===== src/design/pgdp_defs.vh =====
`ifndef PGDP_DEFS_VH
`define PGDP_DEFS_VH
// ---------------------------------------------
// index port and register indices
// ---------------------------------------------
`define PGDP_IDX_FILL_VALUE 4'h0
`define PGDP_IDX_FILL_ENABLE 4'h1
`define PGDP_IDX_MATCH_VALUE 4'h2
`define PGDP_IDX_ROTATE_FUNC 4'h3
`define PGDP_IDX_READ_PLANE 4'h4
`define PGDP_IDX_MODE 4'h5
`define PGDP_IDX_WINDOW_MISC 4'h6
`define PGDP_IDX_PLANE_IGNORE 4'h7
`define PGDP_IDX_BIT_MASK 4'h8
`define PGDP_IDX_W 4
// ---------------------------------------------
// field positions
// ---------------------------------------------
`define PGDP_MODE_WMODE 1:0
`define PGDP_MODE_TEST 2
`define PGDP_MODE_READ 3
`define PGDP_MODE_ODDEVEN 4
`define PGDP_MODE_SHIFTREG 5
`define PGDP_MODE_SHIFT256 6
`define PGDP_MISC_GFX 0
`define PGDP_MISC_CHAIN 1
`define PGDP_MISC_MAP 3:2
`define PGDP_ROT_COUNT 2:0
`define PGDP_ROT_FUNC 4:3
`define PGDP_NIB 3:0
`define PGDP_SEL 1:0
// ---------------------------------------------
// encodings
// ---------------------------------------------
`define PGDP_WM0 2'h0
`define PGDP_WM1 2'h1
`define PGDP_WM2 2'h2
`define PGDP_WM3 2'h3
`define PGDP_FN_NONE 2'h0
`define PGDP_FN_AND 2'h1
`define PGDP_FN_OR 2'h2
`define PGDP_FN_XOR 2'h3
`define PGDP_MAP_128K 2'h0
`define PGDP_MAP_64K 2'h1
`define PGDP_MAP_32K_LO 2'h2
`define PGDP_MAP_32K_HI 2'h3
// window bases as paragraph addresses, host address bits 19:15
`define PGDP_SEG_A000 5'h14
`define PGDP_SEG_B000 5'h16
`define PGDP_SEG_B800 5'h17
// 128K window: host address bits 19:17
`define PGDP_SEG_128K 3'h5
// plane pairs picked by A0: planes 1 and 3, or planes 0 and 2
`define PGDP_PAIR_ODD 4'hA
`define PGDP_PAIR_EVEN 4'h5
`define PGDP_ROT_ALL 4:0
`define PGDP_MODE_KEEP 6:0
`define PGDP_SEG_A_HI 4'hA
`define PGDP_ZERO8 8'h00
`define PGDP_ONES8 8'hFF
`define PGDP_ZERO4 4'h0
`endif


===== src/design/pgdp_rotator.v =====
`timescale 1ns/1ps
`include "pgdp_defs.vh"
// rotate a byte right by a 0..7 count
module pgdp_rotator (
  dataIn,
  count,
  dataOut
);
  input wire [7:0] dataIn;
  input wire [2:0] count;
  output wire [7:0] dataOut;
  wire [15:0] doubled;
  wire [15:0] shifted;
  assign doubled = {dataIn, dataIn};
  assign shifted = doubled >> count;
  assign dataOut = shifted[7:0];
endmodule


===== src/design/pgdp_plane_alu.v =====
`timescale 1ns/1ps
`include "pgdp_defs.vh"
// one plane's write path: source select, logic function, bit mask
module pgdp_plane_alu (
  writeMode,
  func,
  rotData,
  hostBit,
  fillBit,
  fillEn,
  latch,
  mask,
  result
);
  input wire [1:0] writeMode;
  input wire [1:0] func;
  input wire [7:0] rotData;
  input wire hostBit;
  input wire fillBit;
  input wire fillEn;
  input wire [7:0] latch;
  input wire [7:0] mask;
  output reg [7:0] result;
  reg [7:0] src;
  reg [7:0] op;
  reg [7:0] effMask;
  always @* begin
    src = rotData;
    effMask = mask;
    case (writeMode)
      `PGDP_WM0: begin
        if (fillEn) begin
          src = {8{fillBit}};
        end else begin
          src = rotData;
        end
      end
      `PGDP_WM2: begin
        src = {8{hostBit}};
      end
      `PGDP_WM3: begin
        src = {8{fillBit}};
        effMask = rotData & mask;
      end
      default: begin
        src = latch;
        effMask = `PGDP_ZERO8;
      end
    endcase
    case (func)
      `PGDP_FN_AND: op = src & latch;
      `PGDP_FN_OR: op = src | latch;
      `PGDP_FN_XOR: op = src ^ latch;
      default: op = src;
    endcase
    // masked bits keep the latched byte, unmasked take the processed data
    result = (op & effMask) | (latch & ~effMask);
  end
endmodule


===== src/design/pgdp_datapath.v =====
`timescale 1ns/1ps
`include "pgdp_defs.vh"
module pgdp_datapath #(
  parameter ADDR_W = 16
) (
  clk_sys,
  resetn,
  ioWrite,
  ioRead,
  ioIsData,
  ioWData,
  ioRData,
  hostAddr,
  memWrite,
  memRead,
  hostWData,
  hostRData,
  windowHit,
  planeAddr,
  planeWriteEnable,
  fourPlaneChaining,
  planeRData,
  planeWData,
  planeSelect,
  planeWrite,
  graphicsMode,
  charLatchEnable,
  oddEvenMode,
  shiftInterleave,
  shift256
);
  input wire clk_sys;
  input wire resetn;
  input wire ioWrite;
  input wire ioRead;
  input wire ioIsData;
  input wire [7:0] ioWData;
  output reg [7:0] ioRData;
  input wire [19:0] hostAddr;
  input wire memWrite;
  input wire memRead;
  input wire [7:0] hostWData;
  output reg [7:0] hostRData;
  output reg windowHit;
  output reg [ADDR_W-1:0] planeAddr;
  input wire [3:0] planeWriteEnable;
  input wire fourPlaneChaining;
  input wire [31:0] planeRData;
  output reg [31:0] planeWData;
  output reg [3:0] planeSelect;
  output reg planeWrite;
  output wire graphicsMode;
  output wire charLatchEnable;
  output wire oddEvenMode;
  output wire shiftInterleave;
  output wire shift256;

  // ---------------------------------------------
  // register file
  // ---------------------------------------------
  reg [3:0] datapathIndex;
  reg [3:0] planeFillValue;
  reg [3:0] planeFillEnable;
  reg [3:0] colourMatchValue;
  reg [4:0] rotateAndFunction;
  reg [1:0] readPlaneSelect;
  reg [7:0] datapathMode;
  reg [3:0] memoryWindowMisc;
  reg [3:0] comparePlaneIgnore;
  reg [7:0] writeBitMask;
  reg [31:0] latches;

  always @(posedge clk_sys or negedge resetn) begin
    if (!resetn) begin
      datapathIndex <= `PGDP_ZERO4;
      planeFillValue <= `PGDP_ZERO4;
      planeFillEnable <= `PGDP_ZERO4;
      colourMatchValue <= `PGDP_ZERO4;
      rotateAndFunction <= 5'h00;
      readPlaneSelect <= 2'h0;
      datapathMode <= `PGDP_ZERO8;
      memoryWindowMisc <= `PGDP_ZERO4;
      comparePlaneIgnore <= `PGDP_ZERO4;
      writeBitMask <= `PGDP_ONES8;
    end else if (ioWrite) begin
      if (!ioIsData) begin
        datapathIndex <= ioWData[`PGDP_NIB];
      end else begin
        case (datapathIndex)
          `PGDP_IDX_FILL_VALUE: planeFillValue <= ioWData[`PGDP_NIB];
          `PGDP_IDX_FILL_ENABLE: planeFillEnable <= ioWData[`PGDP_NIB];
          `PGDP_IDX_MATCH_VALUE: colourMatchValue <= ioWData[`PGDP_NIB];
          `PGDP_IDX_ROTATE_FUNC: rotateAndFunction <= ioWData[`PGDP_ROT_ALL];
          `PGDP_IDX_READ_PLANE: readPlaneSelect <= ioWData[`PGDP_SEL];
          // bit 2 is stored so software reads it back, but nothing looks at it
          `PGDP_IDX_MODE: datapathMode <= {1'b0, ioWData[`PGDP_MODE_KEEP]};
          `PGDP_IDX_WINDOW_MISC: memoryWindowMisc <= ioWData[`PGDP_NIB];
          `PGDP_IDX_PLANE_IGNORE: comparePlaneIgnore <= ioWData[`PGDP_NIB];
          `PGDP_IDX_BIT_MASK: writeBitMask <= ioWData;
          default: datapathIndex <= datapathIndex;
        endcase
      end
    end
  end

  always @* begin
    ioRData = `PGDP_ZERO8;
    if (!ioIsData) begin
      ioRData = {4'h0, datapathIndex};
    end else begin
      case (datapathIndex)
        `PGDP_IDX_FILL_VALUE: ioRData = {4'h0, planeFillValue};
        `PGDP_IDX_FILL_ENABLE: ioRData = {4'h0, planeFillEnable};
        `PGDP_IDX_MATCH_VALUE: ioRData = {4'h0, colourMatchValue};
        `PGDP_IDX_ROTATE_FUNC: ioRData = {3'h0, rotateAndFunction};
        `PGDP_IDX_READ_PLANE: ioRData = {6'h00, readPlaneSelect};
        `PGDP_IDX_MODE: ioRData = datapathMode;
        `PGDP_IDX_WINDOW_MISC: ioRData = {4'h0, memoryWindowMisc};
        `PGDP_IDX_PLANE_IGNORE: ioRData = {4'h0, comparePlaneIgnore};
        `PGDP_IDX_BIT_MASK: ioRData = writeBitMask;
        default: ioRData = `PGDP_ZERO8;
      endcase
    end
  end

  // ---------------------------------------------
  // mode decode
  // ---------------------------------------------
  wire [1:0] writeMode;
  wire readCompare;
  wire chainOddEven;
  assign writeMode = datapathMode[`PGDP_MODE_WMODE];
  assign readCompare = datapathMode[`PGDP_MODE_READ];
  assign oddEvenMode = datapathMode[`PGDP_MODE_ODDEVEN];
  assign shiftInterleave = datapathMode[`PGDP_MODE_SHIFTREG];
  assign shift256 = datapathMode[`PGDP_MODE_SHIFT256];
  assign graphicsMode = memoryWindowMisc[`PGDP_MISC_GFX];
  assign charLatchEnable = ~memoryWindowMisc[`PGDP_MISC_GFX];
  assign chainOddEven = memoryWindowMisc[`PGDP_MISC_CHAIN];

  // ---------------------------------------------
  // window decode and address mapping
  // ---------------------------------------------
  reg hit;
  reg [16:0] offs;
  always @* begin
    hit = 1'b0;
    offs = 17'h00000;
    case (memoryWindowMisc[`PGDP_MISC_MAP])
      `PGDP_MAP_128K: begin
        hit = (hostAddr[19:17] == `PGDP_SEG_128K);
        offs = hostAddr[16:0];
      end
      `PGDP_MAP_64K: begin
        hit = (hostAddr[19:16] == `PGDP_SEG_A_HI);
        offs = {1'b0, hostAddr[15:0]};
      end
      `PGDP_MAP_32K_LO: begin
        hit = (hostAddr[19:15] == `PGDP_SEG_B000);
        offs = {2'h0, hostAddr[14:0]};
      end
      default: begin
        hit = (hostAddr[19:15] == `PGDP_SEG_B800);
        offs = {2'h0, hostAddr[14:0]};
      end
    endcase
  end

  // chain and odd/even both steer A0 to a plane pair; A0 is replaced by a high bit
  wire pairMode;
  wire [ADDR_W-1:0] linearAddr;
  wire [ADDR_W-1:0] chainAddr;
  wire [3:0] pairPlanes;
  assign pairMode = chainOddEven | oddEvenMode;
  assign linearAddr = offs[ADDR_W-1:0];
  assign chainAddr = {offs[ADDR_W-1:1], offs[16]};
  assign pairPlanes = offs[0] ? `PGDP_PAIR_ODD : `PGDP_PAIR_EVEN;

  // ---------------------------------------------
  // write path
  // ---------------------------------------------
  wire [7:0] rotData;
  wire [31:0] aluOut;
  pgdp_rotator uRot (
    .dataIn(hostWData),
    .count(rotateAndFunction[`PGDP_ROT_COUNT]),
    .dataOut(rotData)
  );
  genvar p;
  generate
    for (p = 0; p < 4; p = p + 1) begin : gPlane
      pgdp_plane_alu uAlu (
        .writeMode(writeMode),
        .func(rotateAndFunction[`PGDP_ROT_FUNC]),
        .rotData(rotData),
        .hostBit(hostWData[p]),
        .fillBit(planeFillValue[p]),
        .fillEn(planeFillEnable[p]),
        .latch(latches[8*p+7:8*p]),
        .mask(writeBitMask),
        .result(aluOut[8*p+7:8*p])
      );
    end
  endgenerate

  // ---------------------------------------------
  // read path
  // ---------------------------------------------
  wire [7:0] cmpOut;
  reg [7:0] planeByte;
  genvar cb;
  generate
    for (cb = 0; cb < 8; cb = cb + 1) begin : gCmp
      wire [3:0] column;
      wire [3:0] mismatch;
      assign column = {planeRData[24+cb], planeRData[16+cb], planeRData[8+cb], planeRData[cb]};
      // a plane with its bit clear is left out, so it can never spoil the match
      assign mismatch = (column ^ colourMatchValue) & comparePlaneIgnore;
      assign cmpOut[cb] = ~|mismatch;
    end
  endgenerate
  wire [1:0] readSel;
  // chaining overrides the plane select; the low address bits pick the plane
  assign readSel = fourPlaneChaining ? offs[1:0] : (pairMode ? {readPlaneSelect[1], offs[0]} : readPlaneSelect);
  always @* begin
    case (readSel)
      2'h0: planeByte = planeRData[7:0];
      2'h1: planeByte = planeRData[15:8];
      2'h2: planeByte = planeRData[23:16];
      default: planeByte = planeRData[31:24];
    endcase
  end

  // ---------------------------------------------
  // host memory cycle, one clock; read data returned next clock
  // ---------------------------------------------
  reg rdPending;
  always @(posedge clk_sys or negedge resetn) begin
    if (!resetn) begin
      latches <= 32'h00000000;
      hostRData <= `PGDP_ZERO8;
      rdPending <= 1'b0;
    end else begin
      rdPending <= memRead & hit;
      if (rdPending) begin
        latches <= planeRData;
        hostRData <= readCompare ? cmpOut : planeByte;
      end
    end
  end

  always @* begin
    windowHit = hit;
    planeWrite = memWrite & hit;
    planeWData = aluOut;
    planeAddr = pairMode ? chainAddr : linearAddr;
    planeSelect = pairMode ? (pairPlanes & planeWriteEnable) : planeWriteEnable;
  end
endmodule


===== config.mk =====
export PLATFORM = sky130hd
export DESIGN_NAME = pgdp_datapath
export DESIGN_NICKNAME = d
export VERILOG_FILES = /design/src/design/pgdp_rotator.v /design/src/design/pgdp_plane_alu.v /design/src/design/pgdp_datapath.v
export VERILOG_INCLUDE_DIRS = /design/src /design/src/design
export SDC_FILE = /design/constraint.sdc
export NUM_CORES = 1
export LEC_CHECK = 0
export ABC_AREA = 1
export CORE_UTILIZATION = 35
export CTS_CLUSTER_DIAMETER = 50
export CTS_CLUSTER_SIZE = 30
export DETAILED_ROUTE_END_ITERATION = 8
export DONT_BUFFER_PORTS = 1
export PLACE_DENSITY = 0.58
export SKIP_LAST_GASP = 1
export SYNTH_ARGS = -nofsm -noshare
export SYNTH_HDL_FRONTEND = slang
export SYNTH_SLANG_ARGS = --single-unit

===== constraint.sdc =====
create_clock -name clk_sys -period 2.8 [get_ports clk_sys]
set_input_delay 0.42 -clock clk_sys [delete_from_list [all_inputs] [get_ports clk_sys]]
set_output_delay 0.42 -clock clk_sys [all_outputs]
set_load 0.05 [all_outputs]

## Word level (Yosys, flattened, before mapping)

Cells that the tools add are included.

| storage, ports and cells | value |
|---|---|
| register bits | 87 |
| output and inout port bits | 75 |
| word-level logic and storage cells | 138 |

| operators by class | value |
|---|---|
| reductions and logical operators | 31 |
| bitwise operators | 48 |
| eq/ne operators | 21 |
| shifts and indexed selects | 1 |
| muxes and demuxes | 24 |

Operators with widths:

| cell | count |
|---|---|
| $pmux W8 S3 | 9 |
| $and A8 B8 Y8 | 13 |
| $pmux W8 S9 | 1 |
| $or A8 B8 Y8 | 8 |
| $mux W8 | 6 |
| $and A4 B4 Y4 | 9 |
| $pmux W17 S2 | 1 |
| $reduce_or A4 Y1 | 8 |
| $xor A4 B4 Y4 | 8 |
| $xor A8 B8 Y8 | 4 |
| $reduce_and A3 Y1 | 9 |
| $eq A4 B3 Y1 const B | 4 |
| $pmux W8 S2 | 1 |
| $shr A16 B3 Y8 | 1 |
| $eq A2 B2 Y1 const B | 6 |
| $eq A5 B5 Y1 const B | 2 |
| $eq A4 B2 Y1 const B | 2 |
| $eq A4 B4 Y1 const B | 2 |
| $logic_not A1 Y1 | 8 |
| $mux W4 | 2 |
| $not A8 Y8 | 1 |
| $eq A2 B1 Y1 const B | 3 |
| $logic_not A2 Y1 | 3 |
| $eq A4 B1 Y1 const B | 1 |
| 10 further kinds | 13 |

## Depth between registers and ports, before layout

| logic depth | value |
|---|---|
| depth in word-level cells | 7 |
| gate-level depth with buffers | 17 |
| gate-level depth less buffers | 16 |

## By module

A second synthesis with hierarchy kept.

| second synthesis, totals | value |
|---|---|
| cell total of the unflattened synthesis | 1454 |
| area total of the unflattened synthesis | 8747.1 µm² |

By module, submodules not included:

| module | times used | area each (µm²) | cells an instance |
|---|---|---|---|
| pgdp_datapath | 1 | 4862.2 | 680 |
| pgdp_plane_alu | 4 | 887.1 | 178 |
| pgdp_rotator | 1 | 336.6 | 62 |

## Least setup slack after synthesis

No wires, ideal clock.

| timing path | value |
|---|---|
| path kind | register to output |
| start | register memoryWindowMisc[3] |
| end | output planeWrite |
| data arrival time | 2454 ps |
| cell stages (with the launch flop) | 5 |
| buffers on the path | 0 |
| path slack | -74 ps |
| data required time | 2380 ps |
| cells stage by stage | dfrtp_1 > or2_2 > a31oi_1 > inv_1 > nor2_1 |

| on the way | value |
|---|---|
| longest elaborated chain between the ends | 3 |
| elaborated cells on any way between the ends | 5 |
| those cells by class | eq/ne: 2; mux: 1; bitwise: 1; reduce/logical: 1 |

Ends and longest elaborated chain:

| item | line | source |
|---|---|---|
| start, declared | pgdp_datapath.v:68 | `reg [3:0] memoryWindowMisc;` |
| start signal, assigned | pgdp_datapath.v:82 | `` memoryWindowMisc <= `PGDP_ZERO4; `` |
| start signal, assigned | pgdp_datapath.v:97 | `` `PGDP_IDX_WINDOW_MISC: memoryWindowMisc <= ioWData[`PGDP_NIB]; `` |
| $eq A2 B2 Y1 (tied with other cells) | pgdp_datapath.v:149 | `` case (memoryWindowMisc[`PGDP_MISC_MAP]) `` |
| $pmux W1 S3 * | pgdp_datapath.v:149 |  |
| net windowHit | pgdp_datapath.v:44 | `output reg windowHit;` |
| $and A1 B1 Y1 * | pgdp_datapath.v:254 | `planeWrite = memWrite & hit;` |
| end, declared | pgdp_datapath.v:51 | `output reg planeWrite;` |

Mark *: on every way through the listed nets, which the timed path passes. The rest lies on a longest branch.

## Final worst setup path

| timing path | value |
|---|---|
| start | register rotateAndFunction[0] |
| end | output planeWData[22] |

| on the way | value |
|---|---|
| longest elaborated chain between the ends | 7 |
| elaborated cells on any way between the ends | 13 |
| those cells by class | shift: 1; mux: 4; bitwise: 8 |

Ends and longest elaborated chain:

| item | line | source |
|---|---|---|
| start, declared | pgdp_datapath.v:65 | `reg [4:0] rotateAndFunction;` |
| start signal, assigned | pgdp_datapath.v:93 | `` `PGDP_IDX_ROTATE_FUNC: rotateAndFunction <= ioWData[`PGDP_ROT_ALL]; `` |
| $shr A16 B3 Y8 * | pgdp_rotator.v:15 | `assign shifted = doubled >> count;` |
| $mux W8 | pgdp_plane_alu.v:32 | `if (fillEn) begin` |
| $pmux W8 S3 | pgdp_plane_alu.v:30 | `case (writeMode)` |
| $xor A8 B8 Y8 (tied with other cells) | pgdp_plane_alu.v:53 | `` `PGDP_FN_XOR: op = src ^ latch; `` |
| $pmux W8 S3 | pgdp_plane_alu.v:50 | `case (func)` |
| $and A8 B8 Y8 | pgdp_plane_alu.v:57 | `result = (op & effMask) \| (latch & ~effMask);` |
| $or A8 B8 Y8 * | pgdp_plane_alu.v:57 |  |
| end, declared | pgdp_datapath.v:49 | `output reg [31:0] planeWData;` |

Mark *: on every way between the ends. The rest lies on a longest branch, timed or not.

==> results.cfg <==
[status]
outcome = finished, violations left
violations = design-rule violations, negative hold slack, negative setup slack

[sta]
timing.final.crit_share_pct = 119
drv_slew = 0
fmax_mhz = 300
finalWorstSetupSlack_ns = -0.529
rsz0062_at_grt = true
worst_pin_slew_ns = 0.879
setup_viol = 32
finalHoldViolations = 33
finalClockSkew_ns = 0.00571
timing.slew.headroom_pct = 41.2
layout_min_cycle_time_ns = 3.33
whs_ns = -0.0123

[finish]
layout_commonest_cell = nand2_1
nets = 1391
final_cell_mix = 368 x nand2_1, 104 x buf_4, 92 x o21ai_0, 79 x inv_1, 76 x dfrtp_1
final_core_utilization_pct = 49.2
layout-drive-gt1-share_pct = 32.6
antennaDiodeCount = 0
instances_no_fill = 1564
syn2layout_area_growth_pct = 37.2

[detailed_routing]
wire_per_inst_microns = 18.7
route.antenna.remaining_nets = 0
vias = 8760
drt_iter0_drc = 749
wl_microns = 29300
dr.pass1.iters = 7
remaining_drc_errors = 16
vias_per_cell = 5.60

[logic_synthesis]
yosys-top-cells-area = dfrtp_1 25%, nand2_1 19%, o21ai_0 6.2%
netlist.area_leader.share_pct = 25.1
yosysUniqueCellTypes = 43
synth_edf_count = 0
synth_top_area_cell = dfrtp_1
ys_async_sr_fraction_pct = 100
syn_area_sq_mm = 0.00788
synth_seq_cells = 87
ys.flop_type = dfrtp_1
syn_inst = 1207
syn_nets = 1319
yosys_warnings = 0
yosysSeqAreaShare_pct = 27.8
avgSynthCellArea_sq_um = 6.53

[global_routing]
grt_pass1_vias = 8094
grt-ovfl-total = 0
grt_use_total_pct = 24.7
grt_pass1_wl_microns = 45100
grt_antenna_before_repair = 0
grt_max_degree = 88

[flow_run]
maxCapViolCount = 0

[clock_tree]
clkTransAtPathRegs_ns = 0.07
root_buffer = clkbuf_16
clockBufferDepth = 2
clk_latency_ns = 0.36
h-tree-depth = 3
clock-sinks = 87
numCtsBuffers = 9
cts_tree = done

[floorplanning]
coreArea_sq_mm = 0.0220
io_pins = 155
dieArea_sq_mm = 0.0231
die_y_microns = 152
die_w_microns = 152
initial_core_util_pct = 35.9
rows = 54

[placed_design]
placed_cells = 1514
gp_congestion = 0.904
hpwl_microns = 20400
io_buffers = 0

[hold_path]
min_path_type = input port to asynchronous set/reset pin

[worst_setup_path]
crit_required_ns = 2.38
critPathArrivalTime_ns = 2.91
crit_type = register to output port
critPathLaunchType = register
cp_max_fo = 6
worstSetupEndpointType = output port

[power_and_ir_drop]
p_per_area_mw_per_mm2 = 1310
p_leak_uw = 0.00492
vdd_drop_max_v = 0.000617
-- cell families after synthesis --
group	Yosys count	synth area share [%]
DFF	87	27.8
xor gates and xnor gates	6	0.667
and+or+nand+nor	618	34.1
muxes	1	0.143
AOI/OAI and AO/OA	266	20.5
buffers and inverters	197	11.8
adders and majority gates	32	5.08
-- registers in the layout (all words and copies together), names as in the netlist --
signal,flops
datapathMode,7
comparePlaneIgnore,4
planeFillValue,4
hostRData,8
datapathIndex,4
planeFillEnable,4
readPlaneSelect,2
rotateAndFunction,5
rdPending,1
colourMatchValue,4
writeBitMask,8
memoryWindowMisc,4
latches,32
-- cell type report --
cell class	count	area [sq um]
Multi-Input combinational cell	923	6100
Sequential cell	87	2190
Timing Repair Buffer	128	1260
Timing Repair inverter	1	11.3
Inverter	129	582
Fill cell	2060	11200
Tap cell	280	350
Clock inverter	7	83.8
Clock buffer	9	225
-- Yosys cell counts, types with 2 or more instances --
master / instances
o22ai_1: 8
nand3_1: 77
inv_1: 99
buf_2: 22
a41oi_1: 7
dfrtp_1: 79
o21ai_0: 98
clkbuf_1: 13
o2111ai_1: 2
nand2_2: 39
ha_1: 32
nand2_1: 406
o21bai_1: 3
nand3_2: 8
a221oi_1: 32
xor2_1: 5
o211ai_2: 8
o211ai_1: 8
nor2_4: 2
buf_1: 4
buf_4: 19
nor2_1: 44
inv_2: 20
a21oi_1: 51
a21boi_0: 4
clkinv_1: 7
dfstp_2: 8
o21ai_1: 37
o221ai_1: 3
nand4_1: 39
buf_6: 9
a211oi_1: 3
-- per-stage QoR --
step                      cell area (sq um)  setup slack, ns  setup TNS [ns]  power (uW)
after global placement                 8770           -0.257           -3.92        9890
final                                 10800           -0.529          -12.34       14100
after CTS                             10200           -0.362          -10.27       13000
after floorplan                        7880            0.150               0        7700
after global routing                  10800           -0.608          -16.90       15100
after detailed placement               8770           -0.280           -5.14       10000
-- path summary, 6_finish.rpt --
| kind | cells after the start | start | end | slack (ns) |
|---|---|---|---|---|
| worst max-delay path | 16 | rotateAndFunction[0]$_DFFE_PN0P_ | planeWData[22] | -0.53 |
| worst min-delay path | 1 | resetn | memoryWindowMisc[2]$_DFFE_PN0P_ | -0.01 |
| worst max register to register | 10 | datapathMode[4]$_DFFE_PN0P_ | hostRData[0]$_DFFE_PN0P_ | 0.82 |
| worst min register to register | 2 | comparePlaneIgnore[2]$_DFFE_PN0P_ | comparePlaneIgnore[2]$_DFFE_PN0P_ | 0.49 |
| max in group asynchronous | 1 | resetn | latches[31]$_DFFE_PN0P_ | 2.46 |
| min in group clk_sys | 2 | memRead | rdPending$_DFF_PN0_ | 0.15 |
-- report_power, final --
| group | leakage [uW] | switching [uW] | total, uW | internal [uW] |
|---|---|---|---|---|
| clock network | 0.000155 | 610 | 1320 | 714 |
| logic | 0.00370 | 6170 | 10200 | 4070 |
| registers | 0.00106 | 862 | 2580 | 1720 |
| total | 0.00492 | 7640 | 14100 | 6500 |
-- layer usage --
| metal | share of wire, % | GRT usage (%) |
|---|---|---|
| met5 | 0 | 0 |
| met3 | 7.9 | 3.94 |
| met2 | 46 | 40.0 |
| met1 | 43 | 33.0 |
| met4 | 2.9 | 9.82 |
-- critical path, stage by stage, from the launching register on --
cell and delay, ns:
dfrtp_2 0.43, buf_12 0.17, inv_16 0.10, nand2_8 0.06
nand3_4 0.10, nand3_2 0.11, nand2_4 0.14, nand2_1 0.06
nand2_1 0.05, nand2_1 0.05, nand3_1 0.09, ha_1 0.25
a221oi_2 0.32, a21oi_1 0.12, o21ai_1 0.20, o21ai_2 0.12
buf_12 0.16
-- timing repair --
item | 4_1_cts | 5_1_grt
hold buffers | 1 | 0
setup endpoints to repair | 32 | 32
hold endpoints to repair | 87 | 0
cloned | 1 | 0
gates resized for setup | 187 | 64
pin swaps | 119 | 64
buffers inserted | 23 | 9
(Power assumes the default switching activity.)
